### config.mk
export PLATFORM = sky130hd
export DESIGN_NAME = dcw_regs
export DESIGN_NICKNAME = d
export VERILOG_FILES = /design/src/logic/dcw_pkg.sv /design/src/logic/dcw_cycle_decode.sv /design/src/logic/dcw_regs.sv /design/src/logic/dcw_window_map.sv
export SDC_FILE = /design/constraint.sdc
export NUM_CORES = 1
export LEC_CHECK = 0
export BUFFER_PORTS_ARGS = -buffer_cell sky130_fd_sc_hd__buf_2
export CAP_MARGIN = 20
export CORE_ASPECT_RATIO = 0.9
export CORE_MARGIN = 4
export CORE_UTILIZATION = 40
export CTS_CLUSTER_DIAMETER = 200
export CTS_CLUSTER_SIZE = 24
export DETAILED_ROUTE_END_ITERATION = 10
export SYNTH_ARGS = -nofsm -noshare
export SYNTH_HDL_FRONTEND = slang
export SYNTH_SLANG_ARGS = --single-unit
### constraint.sdc
create_clock -name clk_sys_i -period 6.2 [get_ports clk_sys_i]
set_clock_uncertainty 0.05 [all_clocks]
set_input_delay 0.62 -clock clk_sys_i [delete_from_list [all_inputs] [get_ports clk_sys_i]]
set_output_delay 0.62 -clock clk_sys_i [all_outputs]
set_load 0.01 [all_outputs]
### src/logic/dcw_pkg.sv
// Function
// - Bank answers both I/O and memory cycles
// - Memory address is base plus I/O address
// - Full index byte selects data-port register
// - Index upper nibble reads back zero
// - Misc output written 3C2h, read 3CCh
// - Misc bit 1 enables legacy window access
// - Window disabled: legacy cycles are not claimed
// - Window bit ignores linear frame buffer
// - Map mode field places the window
// - Map mode applies only while paging is off
// - Address mapping bit 4 steers paging target
// - Bits 3..1 select map, packed, linear
// - Bit 0 pages through A0000h window
// - Page select picks 64 KB cache window
//
// Purpose: Constants for the display cache legacy window registers.
// Assumes: Host cycles arrive on the system clock.
// Notes: I/O addresses double as memory offsets from the MMIO base.
package dcw_pkg;
    localparam int ADDR_W = 32;
    localparam int IO_W = 16;
    localparam int DATA_W = 8;
    localparam int PAGE_SHIFT = 16;

    // Register addresses, I/O space and MMIO offset alike
    localparam logic [IO_W-1:0] IO_MISC_WR = 16'h03C2;
    localparam logic [IO_W-1:0] IO_MISC_RD = 16'h03CC;
    localparam logic [IO_W-1:0] IO_GR_INDEX = 16'h03CE;
    localparam logic [IO_W-1:0] IO_GR_DATA = 16'h03CF;

    // Indexed registers behind the data port
    localparam logic [DATA_W-1:0] GR_IDX_MAP_MODE = 8'h06;
    localparam logic [DATA_W-1:0] GR_IDX_ADDR_MAP = 8'h10;
    localparam logic [DATA_W-1:0] GR_IDX_PAGE = 8'h11;

    // Reset values
    localparam logic [DATA_W-1:0] MISC_RESET = 8'h00;
    localparam logic [DATA_W-1:0] INDEX_RESET = 8'h00;
    localparam logic [DATA_W-1:0] MAP_MODE_RESET = 8'h00;
    localparam logic [DATA_W-1:0] ADDR_MAP_RESET = 8'h00;
    localparam logic [DATA_W-1:0] PAGE_RESET = 8'h00;

    // Implemented bits; the rest read as zero
    localparam logic [DATA_W-1:0] MISC_MASK = 8'h02;
    localparam logic [DATA_W-1:0] INDEX_RD_MASK = 8'h0F;
    localparam logic [DATA_W-1:0] MAP_MODE_MASK = 8'h0C;
    localparam logic [DATA_W-1:0] ADDR_MAP_MASK = 8'h1F;
    localparam logic [DATA_W-1:0] PAGE_MASK = 8'hFF;

    // Field positions
    localparam int MISC_WIN_EN_BIT = 1;
    localparam int MAP_MODE_LSB = 2;
    localparam int AM_PAGE_CACHE_BIT = 4;
    localparam int AM_MEM_MAP_BIT = 3;
    localparam int AM_PACKED_BIT = 2;
    localparam int AM_LINEAR_BIT = 1;
    localparam int AM_PAGE_EN_BIT = 0;

    // Memory map mode encodings
    localparam logic [1:0] MODE_A0_128K = 2'b00;
    localparam logic [1:0] MODE_A0_64K = 2'b01;
    localparam logic [1:0] MODE_B0_32K = 2'b10;
    localparam logic [1:0] MODE_B8_32K = 2'b11;

    // Legacy window bounds, end exclusive
    localparam logic [ADDR_W-1:0] WIN_A0000 = 32'h000A_0000;
    localparam logic [ADDR_W-1:0] WIN_B0000 = 32'h000B_0000;
    localparam logic [ADDR_W-1:0] WIN_B8000 = 32'h000B_8000;
    localparam logic [ADDR_W-1:0] WIN_C0000 = 32'h000C_0000;

    typedef enum logic [2:0] {
        DCW_SEL_NONE,
        DCW_SEL_MISC_WR,
        DCW_SEL_MISC_RD,
        DCW_SEL_INDEX,
        DCW_SEL_DATA
    } dcw_sel_t;
endpackage : dcw_pkg

### src/logic/dcw_cycle_decode.sv
// Purpose: Decodes a host cycle onto one register of the bank.
// Assumes: MMIO base comes from the graphics configuration space.
// Notes: Purely combinational; the top registers its result.
`timescale 1ns/10ps
module dcw_cycle_decode (
    // Cycle
    input wire logic cyc_io_i,
    input wire logic cyc_write_i,
    input wire logic [dcw_pkg::ADDR_W-1:0] cyc_addr_i,
    // Base
    input wire logic [dcw_pkg::ADDR_W-1:0] mmio_base_i,
    // Result
    output dcw_pkg::dcw_sel_t sel_o
);
    import dcw_pkg::*;

    logic [ADDR_W-1:0] offset;
    logic [IO_W-1:0] reg_addr;
    logic in_range;

    always_comb begin
        // I/O space is 64K wide; memory space is relative to the base
        offset = cyc_addr_i - mmio_base_i;
        if (cyc_io_i) begin
            reg_addr = cyc_addr_i[IO_W-1:0];
            in_range = 1'b1;
        end else begin
            reg_addr = offset[IO_W-1:0];
            in_range = (offset[ADDR_W-1:IO_W] == '0);
        end
        sel_o = DCW_SEL_NONE;
        if (in_range) begin
            // Misc output has split write and read addresses
            if (cyc_write_i && reg_addr == IO_MISC_WR) begin
                sel_o = DCW_SEL_MISC_WR;
            end else if (!cyc_write_i && reg_addr == IO_MISC_RD) begin
                sel_o = DCW_SEL_MISC_RD;
            end else if (reg_addr == IO_GR_INDEX) begin
                sel_o = DCW_SEL_INDEX;
            end else if (reg_addr == IO_GR_DATA) begin
                sel_o = DCW_SEL_DATA;
            end
        end
    end
endmodule : dcw_cycle_decode

### src/logic/dcw_regs.sv
// Purpose: Display cache detect and legacy window register bank.
// Assumes: Host cycle strobes come from logic on clk_sys_i.
// Notes: One cycle from request to answer; answers are registered.
`timescale 1ns/10ps
module dcw_regs #(
    parameter int CACHE_AW = 24
) (
    // Clock and reset
    input wire logic clk_sys_i,
    input wire logic rst_i,
    // Host cycle
    input wire logic cyc_valid_i,
    input wire logic cyc_io_i,
    input wire logic cyc_write_i,
    input wire logic [dcw_pkg::ADDR_W-1:0] cyc_addr_i,
    input wire logic [dcw_pkg::DATA_W-1:0] cyc_wdata_i,
    // Configuration
    input wire logic [dcw_pkg::ADDR_W-1:0] mmio_base_i,
    // Register answer
    output logic reg_claim_o,
    output logic rd_valid_o,
    output logic [dcw_pkg::DATA_W-1:0] rd_data_o,
    // Legacy window answer
    output logic fb_claim_o,
    output logic fb_to_cache_o,
    output logic [CACHE_AW-1:0] fb_cache_addr_o,
    // Control state
    output logic win_access_en_o,
    output logic [1:0] map_mode_o,
    output logic mem_map_sel_o,
    output logic packed_en_o,
    output logic linear_en_o,
    output logic page_map_en_o,
    output logic [dcw_pkg::DATA_W-1:0] page_select_o
);
    import dcw_pkg::*;

    // Register state
    logic [DATA_W-1:0] gr_index;
    logic [DATA_W-1:0] misc_output_reg;
    logic [DATA_W-1:0] map_mode_reg;
    logic [DATA_W-1:0] address_mapping_reg;
    logic [DATA_W-1:0] page_selector_reg;
    logic [DATA_W-1:0] next_gr_index;
    logic [DATA_W-1:0] next_misc_output_reg;
    logic [DATA_W-1:0] next_map_mode_reg;
    logic [DATA_W-1:0] next_address_mapping_reg;
    logic [DATA_W-1:0] next_page_selector_reg;

    // Answer state
    logic next_reg_claim;
    logic next_rd_valid;
    logic [DATA_W-1:0] next_rd_data;
    logic next_fb_claim;
    logic next_fb_to_cache;
    logic [CACHE_AW-1:0] next_fb_cache_addr;

    // Decode results
    dcw_sel_t sel;
    logic in_win;
    logic [CACHE_AW-1:0] win_cache_addr;
    logic win_en;
    logic page_en;
    logic page_to_cache;

    // Write strobes, one per stored register
    logic wr_misc;
    logic wr_index;
    logic wr_map_mode;
    logic wr_addr_map;
    logic wr_page;

    // Read strobes, one per answering register
    logic rd_misc;
    logic rd_index;
    logic rd_data_port;

    // Cycle hits
    logic reg_hit;
    logic win_hit;

    // Keeps reserved bits at zero on reads and on every write except the index
    function automatic logic [DATA_W-1:0] masked(
        input logic [DATA_W-1:0] value,
        input logic [DATA_W-1:0] mask
    );
        masked = value & mask;
    endfunction : masked

    // Reads the register that the index points at
    function automatic logic [DATA_W-1:0] gr_read(
        input logic [DATA_W-1:0] idx,
        input logic [DATA_W-1:0] mm,
        input logic [DATA_W-1:0] am,
        input logic [DATA_W-1:0] pg
    );
        case (idx)
            GR_IDX_MAP_MODE: begin
                gr_read = masked(mm, MAP_MODE_MASK);
            end
            GR_IDX_ADDR_MAP: begin
                gr_read = masked(am, ADDR_MAP_MASK);
            end
            GR_IDX_PAGE: begin
                gr_read = masked(pg, PAGE_MASK);
            end
            default: begin
                gr_read = '0;
            end
        endcase
    endfunction : gr_read

    // True when the data port points at the given indexed register
    function automatic logic gr_sel(
        input logic [DATA_W-1:0] idx,
        input logic [DATA_W-1:0] code
    );
        gr_sel = (idx == code);
    endfunction : gr_sel

    // Paged cycles follow the steering bit; unpaged ones reach the cache
    function automatic logic steer_to_cache(
        input logic paged,
        input logic steer
    );
        steer_to_cache = paged ? steer : 1'b1;
    endfunction : steer_to_cache

    dcw_cycle_decode u_decode (
        .cyc_io_i(cyc_io_i),
        .cyc_write_i(cyc_write_i),
        .cyc_addr_i(cyc_addr_i),
        .mmio_base_i(mmio_base_i),
        .sel_o(sel)
    );

    dcw_window_map #(
        .CACHE_AW(CACHE_AW)
    ) u_window (
        .addr_i(cyc_addr_i),
        .map_mode_i(map_mode_reg[MAP_MODE_LSB +: 2]),
        .page_en_i(page_en),
        .page_i(page_selector_reg),
        .in_win_o(in_win),
        .cache_addr_o(win_cache_addr)
    );

    assign win_en = misc_output_reg[MISC_WIN_EN_BIT];
    assign page_en = address_mapping_reg[AM_PAGE_EN_BIT];
    assign page_to_cache = address_mapping_reg[AM_PAGE_CACHE_BIT];

    // Cycle strobes; a register hit wins over a window hit
    always_comb begin
        wr_misc = 1'b0;
        wr_index = 1'b0;
        wr_map_mode = 1'b0;
        wr_addr_map = 1'b0;
        wr_page = 1'b0;
        rd_misc = 1'b0;
        rd_index = 1'b0;
        rd_data_port = 1'b0;
        reg_hit = cyc_valid_i && (sel != DCW_SEL_NONE);
        // I/O cycles never reach the legacy window
        win_hit = cyc_valid_i && !reg_hit && !cyc_io_i && in_win;
        if (cyc_valid_i) begin
            case (sel)
                DCW_SEL_MISC_WR: begin
                    wr_misc = cyc_write_i;
                end
                DCW_SEL_MISC_RD: begin
                    rd_misc = !cyc_write_i;
                end
                DCW_SEL_INDEX: begin
                    wr_index = cyc_write_i;
                    rd_index = !cyc_write_i;
                end
                DCW_SEL_DATA: begin
                    // Unknown indices are claimed but change nothing
                    wr_map_mode = cyc_write_i
                        && gr_sel(gr_index, GR_IDX_MAP_MODE);
                    wr_addr_map = cyc_write_i
                        && gr_sel(gr_index, GR_IDX_ADDR_MAP);
                    wr_page = cyc_write_i
                        && gr_sel(gr_index, GR_IDX_PAGE);
                    rd_data_port = !cyc_write_i;
                end
                default: begin
                    rd_misc = 1'b0;
                end
            endcase
        end
    end

    // Register writes
    always_comb begin
        next_gr_index = gr_index;
        next_misc_output_reg = misc_output_reg;
        next_map_mode_reg = map_mode_reg;
        next_address_mapping_reg = address_mapping_reg;
        next_page_selector_reg = page_selector_reg;
        if (wr_misc) begin
            next_misc_output_reg =
                masked(cyc_wdata_i, MISC_MASK);
        end
        if (wr_index) begin
            // Full byte kept so indices 10h and 11h are reachable
            next_gr_index = cyc_wdata_i;
        end
        if (wr_map_mode) begin
            next_map_mode_reg =
                masked(cyc_wdata_i, MAP_MODE_MASK);
        end
        if (wr_addr_map) begin
            next_address_mapping_reg =
                masked(cyc_wdata_i, ADDR_MAP_MASK);
        end
        if (wr_page) begin
            next_page_selector_reg =
                masked(cyc_wdata_i, PAGE_MASK);
        end
    end

    always_ff @(posedge clk_sys_i or posedge rst_i) begin
        if (rst_i) begin
            gr_index <= INDEX_RESET;
            misc_output_reg <= MISC_RESET;
            map_mode_reg <= MAP_MODE_RESET;
            address_mapping_reg <= ADDR_MAP_RESET;
            page_selector_reg <= PAGE_RESET;
        end else begin
            gr_index <= next_gr_index;
            misc_output_reg <= next_misc_output_reg;
            map_mode_reg <= next_map_mode_reg;
            address_mapping_reg <= next_address_mapping_reg;
            page_selector_reg <= next_page_selector_reg;
        end
    end

    // Register answers
    always_comb begin
        next_reg_claim = reg_hit;
        next_rd_valid = reg_hit && !cyc_write_i;
        next_rd_data = '0;
        if (rd_misc) begin
            next_rd_data = masked(misc_output_reg, MISC_MASK);
        end
        if (rd_index) begin
            next_rd_data = masked(gr_index, INDEX_RD_MASK);
        end
        if (rd_data_port) begin
            next_rd_data = gr_read(gr_index, map_mode_reg,
                address_mapping_reg, page_selector_reg);
        end
    end

    always_ff @(posedge clk_sys_i or posedge rst_i) begin
        if (rst_i) begin
            reg_claim_o <= 1'b0;
            rd_valid_o <= 1'b0;
            rd_data_o <= '0;
        end else begin
            reg_claim_o <= next_reg_claim;
            rd_valid_o <= next_rd_valid;
            rd_data_o <= next_rd_data;
        end
    end

    // Window answers
    always_comb begin
        next_fb_claim = 1'b0;
        next_fb_to_cache = 1'b0;
        next_fb_cache_addr = '0;
        // Only the legacy window is gated here; linear frame buffer
        // cycles never reach this decode
        if (win_hit && win_en) begin
            next_fb_claim = 1'b1;
            next_fb_cache_addr = win_cache_addr;
            next_fb_to_cache =
                steer_to_cache(page_en, page_to_cache);
        end
    end

    always_ff @(posedge clk_sys_i or posedge rst_i) begin
        if (rst_i) begin
            fb_claim_o <= 1'b0;
            fb_to_cache_o <= 1'b0;
            fb_cache_addr_o <= '0;
        end else begin
            fb_claim_o <= next_fb_claim;
            fb_to_cache_o <= next_fb_to_cache;
            fb_cache_addr_o <= next_fb_cache_addr;
        end
    end

    // Control outputs follow the registers
    always_comb begin
        win_access_en_o = win_en;
        map_mode_o = map_mode_reg[MAP_MODE_LSB +: 2];
        mem_map_sel_o = address_mapping_reg[AM_MEM_MAP_BIT];
        packed_en_o = address_mapping_reg[AM_PACKED_BIT];
        linear_en_o = address_mapping_reg[AM_LINEAR_BIT];
        page_map_en_o = page_en;
        page_select_o = page_selector_reg;
    end
endmodule : dcw_regs

### src/logic/dcw_window_map.sv
// Purpose: Maps a legacy window address onto the display cache.
// Assumes: Linear frame buffer decode lives elsewhere.
// Notes: Purely combinational; the top registers its result.
`timescale 1ns/10ps
module dcw_window_map #(
    parameter int CACHE_AW = 24
) (
    // Cycle
    input wire logic [dcw_pkg::ADDR_W-1:0] addr_i,
    // Controls
    input wire logic [1:0] map_mode_i,
    input wire logic page_en_i,
    input wire logic [dcw_pkg::DATA_W-1:0] page_i,
    // Result
    output logic in_win_o,
    output logic [CACHE_AW-1:0] cache_addr_o
);
    import dcw_pkg::*;

    logic [ADDR_W-1:0] lo;
    logic [ADDR_W-1:0] hi;
    logic [ADDR_W-1:0] rel;

    always_comb begin
        // Paging always uses the 64 KB window at A0000h
        if (page_en_i) begin
            lo = WIN_A0000;
            hi = WIN_B0000;
        end else begin
            case (map_mode_i)
                MODE_A0_128K: begin lo = WIN_A0000; hi = WIN_C0000; end
                MODE_A0_64K: begin lo = WIN_A0000; hi = WIN_B0000; end
                MODE_B0_32K: begin lo = WIN_B0000; hi = WIN_B8000; end
                default: begin lo = WIN_B8000; hi = WIN_C0000; end
            endcase
        end
        rel = addr_i - lo;
        in_win_o = (addr_i >= lo) && (addr_i < hi);
        if (page_en_i) begin
            cache_addr_o = CACHE_AW'({page_i, rel[PAGE_SHIFT-1:0]});
        end else begin
            cache_addr_o = CACHE_AW'(rel);
        end
    end
endmodule : dcw_window_map

* Word-level counts from Yosys, hierarchy flattened
Cells that the tools add are included.
Storage, ports and cells: output and inout bits 51, flip-flop bits (word level) 60, input bits 77, logic and storage cells 83
Operators by class: $lt $le $gt $ge 2, add/sub/neg operators 2, multiplexer cells 36, reduce and logical (&&, ||, !) cells 19, eq/ne operators 13
Operators by type and width (count):
- $eq A16 B10 Y1 const B | 4
- $mux W24 | 2
- $pmux W19 S2 | 1
- $pmux W17 S2 | 1
- $ge A32 B20 Y1 | 1
- $lt A32 B32 Y1 | 1
- $mux W32 | 1
- $sub A32 B32 Y32 | 1
- $pmux W8 S3 | 1
- $sub A24 B24 Y24 | 1
- $mux W1 | 20
- $mux W17 | 1
- $eq A8 B5 Y1 const B | 2
- $logic_not A16 Y1 | 1
- $mux W16 | 1
- $mux W8 | 2
- $mux W3 | 5
- $logic_and A1 B1 Y1 | 12
- $eq A8 B3 Y1 const B | 1
- $eq A3 B2 Y1 const B | 2
- $eq A3 B1 Y1 const B | 1
- $eq A3 B3 Y1 const B | 1
- $logic_not A1 Y1 | 3
- $reduce_bool A3 Y1 | 1
- 5 further kinds | 5

* Depth between registers and ports, before layout
Gate-level depths: netlist (run 1).
depth after elaboration 16, depth in mapped cells 15, gate-level depth less buffers 13

* Cells and area by module
A second synthesis (run 1) with hierarchy kept.
Second synthesis, totals: cells, all modules 579, area total of the unflattened synthesis 5108.6 sq um
By module, submodules not included:
- dcw_regs | seq. area each 1501.4 sq um, instances 1, cells each 162, area each 2314.7 sq um
- dcw_cycle_decode | seq. area each 0.0 sq um, instances 1, cells each 335, area each 2205.9 sq um
- dcw_window_map | seq. area each 0.0 sq um, instances 1, cells each 82, area each 588.1 sq um

* Worst setup path before layout (run 1)
OpenSTA, ideal clock, no wires.
path kind input to register, start in mmio_base_i[10] (netlist bit), end reg address_mapping_reg[0], cell stages on the path 13, arrival 3.709 ns, buffers on the path 1, data required time 6.025 ns, path slack 2.316 ns, library setup time 0.125 ns, path through inv_1 > ha_1 > a21o_1 > a21o_1 > a211oi_4 > a21oi_2 > a2111oi_4 > o32ai_1 > or3_1 > or3_1 > buf_2 > o21ai_4 > mux2_4
On the way: word-level cells in the longest chain between the ends 11, elaborated cells between the ends (all ways) 18
RTL lines:
- start, declared | RTL line dcw_regs.sv:18 | input wire logic [dcw_pkg::ADDR_W-1:0] mmio_base_i,
- $sub A32 B32 Y32 * | RTL line dcw_cycle_decode.sv:23 | offset = cyc_addr_i - mmio_base_i;
- $mux W16 | RTL line dcw_cycle_decode.sv:24 | if (cyc_io_i) begin
- $eq A16 B10 Y1 | RTL line dcw_cycle_decode.sv:40 | end else if (reg_addr == IO_GR_DATA) begin
- $mux W3 | RTL line dcw_cycle_decode.sv:40
- $mux W3 | RTL line dcw_cycle_decode.sv:38 | end else if (reg_addr == IO_GR_INDEX) begin
- $mux W3 | RTL line dcw_cycle_decode.sv:36 | end else if (!cyc_write_i && reg_addr == IO_MISC_RD) begin
- $mux W3 | RTL line dcw_cycle_decode.sv:34 | if (cyc_write_i && reg_addr == IO_MISC_WR) begin
- $mux W3 * | RTL line dcw_cycle_decode.sv:32 | if (in_range) begin
- $eq A3 B3 Y1 * | RTL line dcw_regs.sv:166 | case (sel)
- $mux W1 * | RTL line dcw_regs.sv:166
- $mux W1 * | RTL line dcw_regs.sv:165 | if (cyc_valid_i) begin
- end signal, assigned | RTL line dcw_regs.sv:234 | address_mapping_reg <= next_address_mapping_reg;
- end, declared | RTL line dcw_regs.sv:42 | logic [DATA_W-1:0] address_mapping_reg;
Mark *: on every way between the ends. The rest lies on a longest branch, timed or not. A chain may end at the register's enable or synchronous reset.

* Final worst setup path (run 1)
start in cyc_addr_i[16] (netlist bit), end reg rd_data_o[6] (netlist bit)
On the way: word-level cells in the longest chain between the ends 8
RTL lines:
- start, declared | RTL line dcw_regs.sv:15 | input wire logic [dcw_pkg::ADDR_W-1:0] cyc_addr_i,
- $sub A32 B32 Y32 | RTL line dcw_cycle_decode.sv:23
- $logic_not A16 Y1 | RTL line dcw_cycle_decode.sv:29 | in_range = (offset[ADDR_W-1:IO_W] == '0);
- $mux W1 | RTL line dcw_cycle_decode.sv:24
- $mux W3 | RTL line dcw_cycle_decode.sv:32
- $eq A3 B3 Y1 | RTL line dcw_regs.sv:166
- $mux W1 | RTL line dcw_regs.sv:166
- $mux W1 | RTL line dcw_regs.sv:165
- $mux W8 | RTL line dcw_regs.sv:250 | if (rd_data_port) begin
- net next_rd_data[6] | RTL line dcw_regs.sv:53 | logic [DATA_W-1:0] next_rd_data;
- end signal, assigned | RTL line dcw_regs.sv:264 | rd_data_o <= next_rd_data;
- end, declared | RTL line dcw_regs.sv:22 | output logic [dcw_pkg::DATA_W-1:0] rd_data_o,
The timed path passes the listed nets, and every way through them passes these cells.

==> flow_summary.json, run 1 <==
{
  "drtAntennaViolNets": 0,
  "start_util_pct": 41.0,
  "comb_power_share_pct": 27.4,
  "hold_viol": 0,
  "setup_tns_ns": 0,
  "synth_area_leaders": "dfrtp_1 (27%), ha_1 (8.9%), a21oi_1 (5.1%), inv_1 (5.0%), nand2_1 (4.5%)",
  "fin_crit_ns": 4.64,
  "synthCells": 704,
  "maxCapViolCount": 0,
  "firstDrtPassIters": 4,
  "place_congestion": 0.941,
  "yosys_warnings": 0,
  "fin_crit_sh_pct": 74.9,
  "core_mm2": 0.0134,
  "syn_area_mm2": 0.00548,
  "drc": 0,
  "wl_um": 18000,
  "numPortBuffers": 127,
  "finalSetupViolations": 0,
  "rsz0062_at_grt": "false",
  "ios": 128,
  "dp.cells": 973,
  "hpwl_um": 14500,
  "power.total_w": 0.00128,
  "track_usage_pct": 22.3,
  "synth_edf_count": 0,
  "largest_reg_flops": 24,
  "wire_per_inst_um": 18.2,
  "tightest_slew_ns": 1.02,
  "maxSlewHeadroom_pct": 32.2,
  "cts_buffers": 9,
  "rows": 40,
  "htreeDepth": 3,
  "async_flop_share_pct": 100,
  "antenna_found_initial": 0,
  "drt-initial-drc-count": 355,
  "netlist_top_cells_count": "inv_1 (73), nand2_1 (65), dfrtp_1 (60)",
  "grt_overflow_total": 0,
  "fmax_ghz": 0.215,
  "endpoint_kind": "flip-flop",
  "grt_pass1_vias": 5582,
  "yosysTopAreaCell": "dfrtp_1",
  "vias_per_cell": 5.91,
  "netlist.area_leader.share_pct": 27.4,
  "yosysMostFrequentCell": "inv_1",
  "crit_type": "in2reg",
  "place_ws_ns": 1.39,
  "ys_ff_latch": 60,
  "cts_tree": "done",
  "fin_nets": 934,
  "largest-register": "fb_cache_addr_o",
  "fin_cells": 989,
  "synth_nets": 822,
  "hp-class": "in2async",
  "start_kind": "primary input",
  "layout-drive-gt1-share_pct": 21.1,
  "die-area_mm2": 0.0156,
  "cts_setup_buffers": 0,
  "cts_buffer_depth": 2,
  "drv_slew": 0,
  "cts_resized": 0,
  "critPathArrivalTime_ns": 4.80,
  "p_int_w": 0.000875,
  "crit_fanout": 29,
  "area_growth_pct": 19.8,
  "power.density_cell_area_mw_per_mm2": 195,
  "cts.clk_slew.worst_paths_ns": 0.05,
  "grt_start_max_net_pins": 61,
  "switching_share_pct": 31.6,
  "ir_drop_uv": 98.7,
  "clock-root-buffer": "clkbuf_16",
  "clk_latency_ns": 0.33,
  "via_count": 5844,
  "setup_ws_ns": 1.56,
  "cp.required_ns": 6.35,
  "die_y_um": 119,
  "cts_hold_buf": 0,
  "syn_avg_cell_area_um2": 7.78,
  "diodes": 0,
  "clockPowerShare_pct": 41.9,
  "p_switching_w": 0.000404,
  "clock_sinks": 60,
  "synthDistinctLibCells": 67,
  "synthFlopType": "dfrtp_1",
  "p_leak_nw": 3.17,
  "outcome": "finished, final reports clean",
  "grt_pass1_wl_um": 28800,
  "die_w_um": 131,
  "fillers": 1311,
  "p_seq_share_pct": 30.7,
  "ys_seq_area_share_pct": 27.4
}
## cells in the final DEF, fill, tap and decap left out, types with 26 or more instances in the layout
cell type / n
a211oi_1: 31
a21oi_1: 56
buf_2: 127
dfrtp_1: 60
ha_1: 39
inv_1: 72
nand2_1: 65
nand3_1: 26
nor2_1: 49
o21ai_0: 33
## final timing paths
check,from,depth (start not counted),to,slack [ns]
max in group asynchronous,rst_i,3,gr_index[7],5.16
setup / recovery,cyc_addr_i[16],12,rd_data_o[6],1.56
hold / removal,rst_i,3,fb_cache_addr_o[14],0.45
setup reg to reg,address_mapping_reg[0],8,fb_to_cache_o,2.93
min in group clk_sys_i,address_mapping_reg[4],1,address_mapping_reg[4],0.48
hold reg to reg,address_mapping_reg[4],1,address_mapping_reg[4],0.48
## layout make-up
| type | instances | area, um2 | share of cell area [%] |
|---|---|---|---|
| Clock buffer | 9 | 225 | 3.43 |
| Clock inverter | 7 | 100 | 1.52 |
| Inverter | 74 | 278 | 4.23 |
| Multi-Input combinational cell | 541 | 3580 | 54.6 |
| Sequential cell | 60 | 1500 | 22.9 |
| Tap cell | 168 | 210 | 3.20 |
| Timing Repair Buffer | 130 | 666 | 10.1 |
## critical path, cell delays in order
cell and delay, ns:
buf_2 0.14, ha_1 0.40, a21oi_1 0.26, o21ai_1 0.25, a221oi_1 0.45, a31oi_1 0.15, nor4_1 0.54, o2111ai_1 0.23
nor4_1 0.32, and4_1 0.22, a41o_1 0.84, nor4b_1 0.37
## metrics by stage
step / utilization (%) / area [um2] / hold slack, ns
2_1_floorplan: - / 5480 / 0.432
3_3_place_gp: 46.6 / 6220 / 0.456
4_1_cts: 49.1 / 6570 / 0.475
5_1_grt: 49.1 / 6570 / 0.481
6_report: 49.1 / 6570 / 0.446
3_5_place_dp: 46.7 / 6240 / 0.477
## cell families (layout without fill, tap and decap cells)
logic type / count (synthesis) / after routing / synth area share, %
fa+ha+maj: 41 / 41 / 9.64
simple gates: 250 / 250 / 23.1
compound gates: 217 / 217 / 26.4
xor+xnor: 16 / 16 / 2.56
buf+inv: 103 / 220 / 7.17
mux: 17 / 17 / 3.68
flops: 60 / 60 / 27.4
## power by group through the flow
stage / registers, W / logic (W) / clock network [W]
3_5_place_dp: 0.000399 / 0.000344 / 0
5_1_grt: 0.000392 / 0.000389 / 0.000563
3_3_place_gp: 0.000399 / 0.000340 / 0
2_1_floorplan: 0.000399 / 0.000241 / 0
6_report: 0.000392 / 0.000351 / 0.000536
4_1_cts: 0.000392 / 0.000346 / 0.000543
## routing by layer
metal | up-vias | routed length (um) | GRT usage (%)
met5 | - | 0 | 0
met4 | 0 | 308 | 6.30
met3 | 25 | 1290 | 3.97
met2 | 236 | 8540 | 37.1
met1 | 2774 | 7900 | 30.1
li1 | 2809 | - | -
Note: power is estimated with default switching activity, not from simulation.
==> inputs of run 2 (changes only) <==
==> constraint.sdc (replaced) <==
create_clock -name clk_sys_i -period 3.8 [get_ports clk_sys_i]
set_clock_uncertainty 0.05 [all_clocks]
set_input_delay 0.38 -clock clk_sys_i [delete_from_list [all_inputs] [get_ports clk_sys_i]]
set_output_delay 0.38 -clock clk_sys_i [all_outputs]
set_load 0.01 [all_outputs]
==> flow_summary.json, run 2 (synthesized netlist as in run 1, its figures left out) <==
{
  "fillers": 1284,
  "ios": 128,
  "antenna_found_initial": 0,
  "cts_buffers": 9,
  "wl_met2_um": 9050,
  "grt_start_max_net_pins": 36,
  "crit_type": "in2reg",
  "dp.cells": 1084,
  "tightest_slew_ns": 0.715,
  "outcome": "finished, final reports clean",
  "fin_cells": 1100,
  "maxSlewHeadroom_pct": 51.9,
  "endpoint_kind": "flip-flop",
  "largest_reg_flops": 24,
  "p_leak_nw": 3.72,
  "power.density_cell_area_mw_per_mm2": 292,
  "maxCapViolCount": 0,
  "setup_tns_ns": 0,
  "grt_overflow_total": 0,
  "core_mm2": 0.0134,
  "layout-drive-gt1-share_pct": 31.4,
  "fin_crit_sh_pct": 94.6,
  "via_count": 6284,
  "diodes": 0,
  "largest-register": "fb_cache_addr_o",
  "ir_drop_uv": 208,
  "cts_hold_buf": 0,
  "grt_pass1_vias": 6215,
  "drc": 0,
  "grt_pass1_wl_um": 31300,
  "htreeDepth": 3,
  "fmax_ghz": 0.278,
  "hpwl_um": 16000,
  "crit_fanout": 5,
  "wl_um": 19300,
  "rsz0062_at_grt": "false",
  "final_common_cell": "buf_2",
  "power.total_w": 0.00217,
  "start_kind": "primary input",
  "cts.clk_slew.worst_paths_ns": 0.06,
  "wl_met3_um": 1220,
  "area_growth_pct": 36.0,
  "track_usage_pct": 24.4,
  "numPortBuffers": 127,
  "drtAntennaViolNets": 0,
  "clk_latency_ns": 0.33,
  "cp.required_ns": 3.96,
  "die_w_um": 131,
  "firstDrtPassIters": 5,
  "worst_hold_slack_ns": 0.113,
  "place_congestion": 0.914,
  "cts_tree": "done",
  "wire_per_inst_um": 17.6,
  "clock_sinks": 60,
  "dr.max_layer_used": "met4",
  "cts_setup_buffers": 0,
  "hold_viol": 0,
  "fin_crit_ns": 3.59,
  "cts_buffer_depth": 2,
  "clock-root-buffer": "clkbuf_16",
  "finalSetupViolations": 0,
  "final_cell_mix": "buf_2 (127), buf_4 (111), inv_1 (72)",
  "die-area_mm2": 0.0156,
  "vias_per_cell": 5.71,
  "wl_met1_um": 8770,
  "critPathArrivalTime_ns": 3.75,
  "fin_nets": 1045,
  "rows": 40,
  "start_util_pct": 41.0,
  "hp-class": "in2async",
  "drt-initial-drc-count": 435,
  "die_y_um": 119,
  "drv_slew": 0
}
==> run 2: cell types whose count changed in the layout (fill, tap and decap cells not counted), moves of 2 or more <==
cell     previous run  this run
a21oi_2             3         5
a21oi_1            56        54
buf_4               2       111
buf_12              0         3
o21ai_0            33        31
==> run 2: critical path, cell delays in order <==
cell       delay (ns)
buf_2            0.10
inv_1            0.04
ha_1             0.25
nor2b_1          0.14
o31ai_1          0.22
buf_4            0.18
a21o_1           0.23
mux2_2           0.36
a2111oi_0        0.48
buf_4            0.21
and4_1           0.21
or2_1            0.20
nand4_1          0.20
buf_4            0.21
nor4b_1          0.33
==> run 2: final cells by class <==
type	instances	area, um2	share of cell area (%)
Inverter	74	278	3.73
Timing Repair Buffer	241	1530	20.5
Tap cell	168	210	2.82
Multi-Input combinational cell	541	3630	48.8
Sequential cell	60	1500	20.1
Clock inverter	7	75.1	1.01
Clock buffer	9	225	3.02
==> run 2: final timing paths <==
kind	startpoint	to	slack, ns	cells past startpoint
worst max-delay path	mmio_base_i[1]	rd_data_o[7]	0.21	15
worst min-delay path	rst_i	fb_cache_addr_o[8]	0.11	2
worst max register to register	map_mode_reg[2]	fb_to_cache_o	0.84	10
max in group asynchronous	rst_i	gr_index[7]	2.77	3
min in group clk_sys_i	cyc_addr_i[10]	fb_cache_addr_o[10]	0.24	3
worst min register to register	address_mapping_reg[4]	address_mapping_reg[4]	0.49	1
==> run 2: repair_timing <==
item,CTS,global route
resized for setup,1,12
gates cloned,0,0
pin swaps,0,3
setup endpoints to repair,5,34
==> run 2: routing by layer <==
metal	GRT usage [%]	vias to the layer above
met1	32.7	3005
met4	6.96	0
met2	40.9	226
li1	-	3028
met5	0	-
met3	3.97	25
==> run 2: through the flow <==
stage                     util (%)  setup WS (ns)  instance area, um2
after global routing          55.8         0.0223                7450
after floorplan                  -          0.156                5480
after global placement        53.2         -0.295                7100
after CTS                     55.4          0.134                7400
final                         55.8          0.207                7450
after detailed placement      53.2         -0.358                7100
==> run 2: power by group <==
part / switching, W / leakage [nW] / internal, W / total (W)
logic: 0.000403 / 2.81 / 0.000323 / 0.000725
registers: 0.0000000517 / 0.755 / 0.000639 / 0.000640
clock network: 0.000299 / 0.150 / 0.000510 / 0.000808
total: 0.000701 / 3.72 / 0.00147 / 0.00217
==> inputs of run 3 (changes only) <==
--- a/config.mk
+++ b/config.mk
@@ -13,6 +13,7 @@
 export CTS_CLUSTER_DIAMETER = 200
 export CTS_CLUSTER_SIZE = 24
 export DETAILED_ROUTE_END_ITERATION = 10
+export REMOVE_ABC_BUFFERS = 1
 export SYNTH_ARGS = -nofsm -noshare
 export SYNTH_HDL_FRONTEND = slang
 export SYNTH_SLANG_ARGS = --single-unit
==> flow_summary.json, run 3 (synthesized netlist as in run 1, its figures left out) <==
{
  "antenna_found_initial": 0,
  "largest-register": "fb_cache_addr_o",
  "p_int_w": 0.00155,
  "fin_crit_ns": 3.62,
  "maxSlewHeadroom_pct": 58.2,
  "cts_buffers": 9,
  "track_usage_pct": 23.9,
  "final_cell_mix": "buf_2 (127), buf_4 (112), inv_1 (72)",
  "switching_share_pct": 30.9,
  "rows": 40,
  "r2r_start": "map_mode_reg[2]",
  "die_w_um": 131,
  "tightest_slew_ns": 0.622,
  "max_stage_delay_ns": 0.50,
  "startpoint": "cyc_addr_i[14]",
  "top_usage_layer": "met2",
  "crit_chain": "buf_2 -> ha_1 -> a21oi_1 -> o21ai_1 -> or4_1 -> mux2_2 -> a2111oi_1 -> buf_4 -> and4_1 -> or2_1 -> nand3_1 -> o21ai_4 -> mux2_4",
  "grt_pass1_vias": 6154,
  "fin_area_mm2": 0.00745,
  "start_kind": "primary input",
  "die-area_mm2": 0.0156,
  "p_seq_share_pct": 28.5,
  "hold_start": "cyc_addr_i[10]",
  "core_mm2": 0.0134,
  "fin_nets": 1046,
  "hpwl_um": 15300,
  "outcome": "finished, final reports clean",
  "diodes": 0,
  "firstDrtPassIters": 5,
  "grt_start_max_net_pins": 47,
  "grtUsageMet1_pct": 32.1,
  "vias_per_cell": 5.67,
  "htreeDepth": 3,
  "cts.clk_slew.worst_paths_ns": 0.05,
  "place_congestion": 0.912,
  "crit_type": "in2reg",
  "clockPowerShare_pct": 39.9,
  "wire_per_inst_um": 17.0,
  "comb_power_share_pct": 31.6,
  "final_common_cell": "buf_2",
  "drv_slew": 0,
  "cts_setup_buffers": 0,
  "cpMaxStageDelayCell": "or4_1",
  "cts_buffer_depth": 2,
  "drtAntennaViolNets": 0,
  "hp-class": "in2reg",
  "layout-drive-gt1-share_pct": 30.8,
  "critPathArrivalTime_ns": 3.78,
  "area_growth_pct": 35.9,
  "hold_viol": 0,
  "grtUsageMet2_pct": 40.5,
  "ios": 128,
  "crit_fanout": 6,
  "numPortBuffers": 127,
  "globalRouteMet3Util_pct": 3.55,
  "largest_reg_flops": 24,
  "power.total_w": 0.00224,
  "dpl_cell_area_mm2": 0.00707,
  "p_leak_nw": 3.71,
  "fin_cells": 1101,
  "endpoint_kind": "flip-flop",
  "ir_drop_uv": 255,
  "drc": 0,
  "rsz0062_at_grt": "false",
  "start_util_pct": 41.0,
  "fin_crit_sh_pct": 95.3,
  "clock-root-buffer": "clkbuf_16",
  "p_switching_w": 0.000694,
  "dp.cells": 1083,
  "clock_sinks": 60,
  "grt_pass1_wl_um": 31000,
  "via_count": 6247,
  "cp.required_ns": 3.96,
  "grt_overflow_total": 0,
  "cts_tree": "done",
  "drt-initial-drc-count": 464,
  "clk_latency_ns": 0.33,
  "die_y_um": 119,
  "final_util_pct": 55.7,
  "maxCapViolCount": 0,
  "power.density_cell_area_mw_per_mm2": 301,
  "finalSetupViolations": 0,
  "wl_um": 18800,
  "fmax_ghz": 0.276
}
-- run 3: cell types whose count changed in the layout (fill, tap and decap cells not counted), sizes merged --
cell and change:
clkinvlp +1, clkinv -3, bufinv +1, dlygate4sd3 +1, clkbuf +1
-- run 3: per-stage QoR --
stage / worst slack, ns / setup TNS, ns / hold slack (ns)
floorplan: 0.142 / 0 / 0.400
global placement: -0.201 / -3.38 / 0.454
detailed placement: -0.176 / -2.60 / 0.459
CTS: 0.170 / 0 / 0.230
global route: 0.0176 / 0 / 0.237
finish: 0.179 / 0 / 0.241
-- run 3: area by class of cell --
type,instances,area (um2)
clock inverters,6,86.3
multi-input cells,541,3600
repair buffers,242,1530
well taps,168,210
clock buffers,10,239
inverters,74,278
flip-flops and latches,60,1500
fillers,1255,5920
-- run 3: what timing repair did --
action,in CTS,in global routing
endpoints found under the hold margin,0,14
resized for setup,0,6
hold buffers,0,1
endpoints found under the setup margin,0,12
-- run 3: path summary, 6_finish.rpt --
kind	endpoint	slack, ns	depth (start not counted)
setup / recovery	address_mapping_reg[0]	0.18	13
min in group asynchronous	fb_cache_addr_o[8]	0.51	3
setup reg to reg	fb_to_cache_o	0.96	10
hold / removal	fb_cache_addr_o[10]	0.24	3
hold reg to reg	address_mapping_reg[4]	0.48	1
max in group asynchronous	gr_index[0]	2.42	5
-- run 3: routing by layer --
layer  vias to the layer above  routed length (um)  part of all wire, %
li1                       3030                   -                    -
met1                      2958                8620                   46
met2                       233                8800                   47
met3                        26                1070                  5.7
met4                         0                 286                  1.5
met5                         -                   0                    0
-- run 3: worst max-delay path, delay by kind of cell --
family	cells	cell delay (ns)
fa+ha+maj	1	0.33
buf+inv	2	0.30
compound gates	4	1.07
mux	2	0.60
simple gates	4	1.10
-- run 3: power by group through the flow --
stage / registers [W] / logic (W) / clock network (W)
floorplan: 0.000651 / 0.000386 / 0
global placement: 0.000651 / 0.000679 / 0
detailed placement: 0.000651 / 0.000688 / 0
CTS: 0.000639 / 0.000693 / 0.000904
global route: 0.000639 / 0.000781 / 0.000939
finish: 0.000639 / 0.000709 / 0.000894
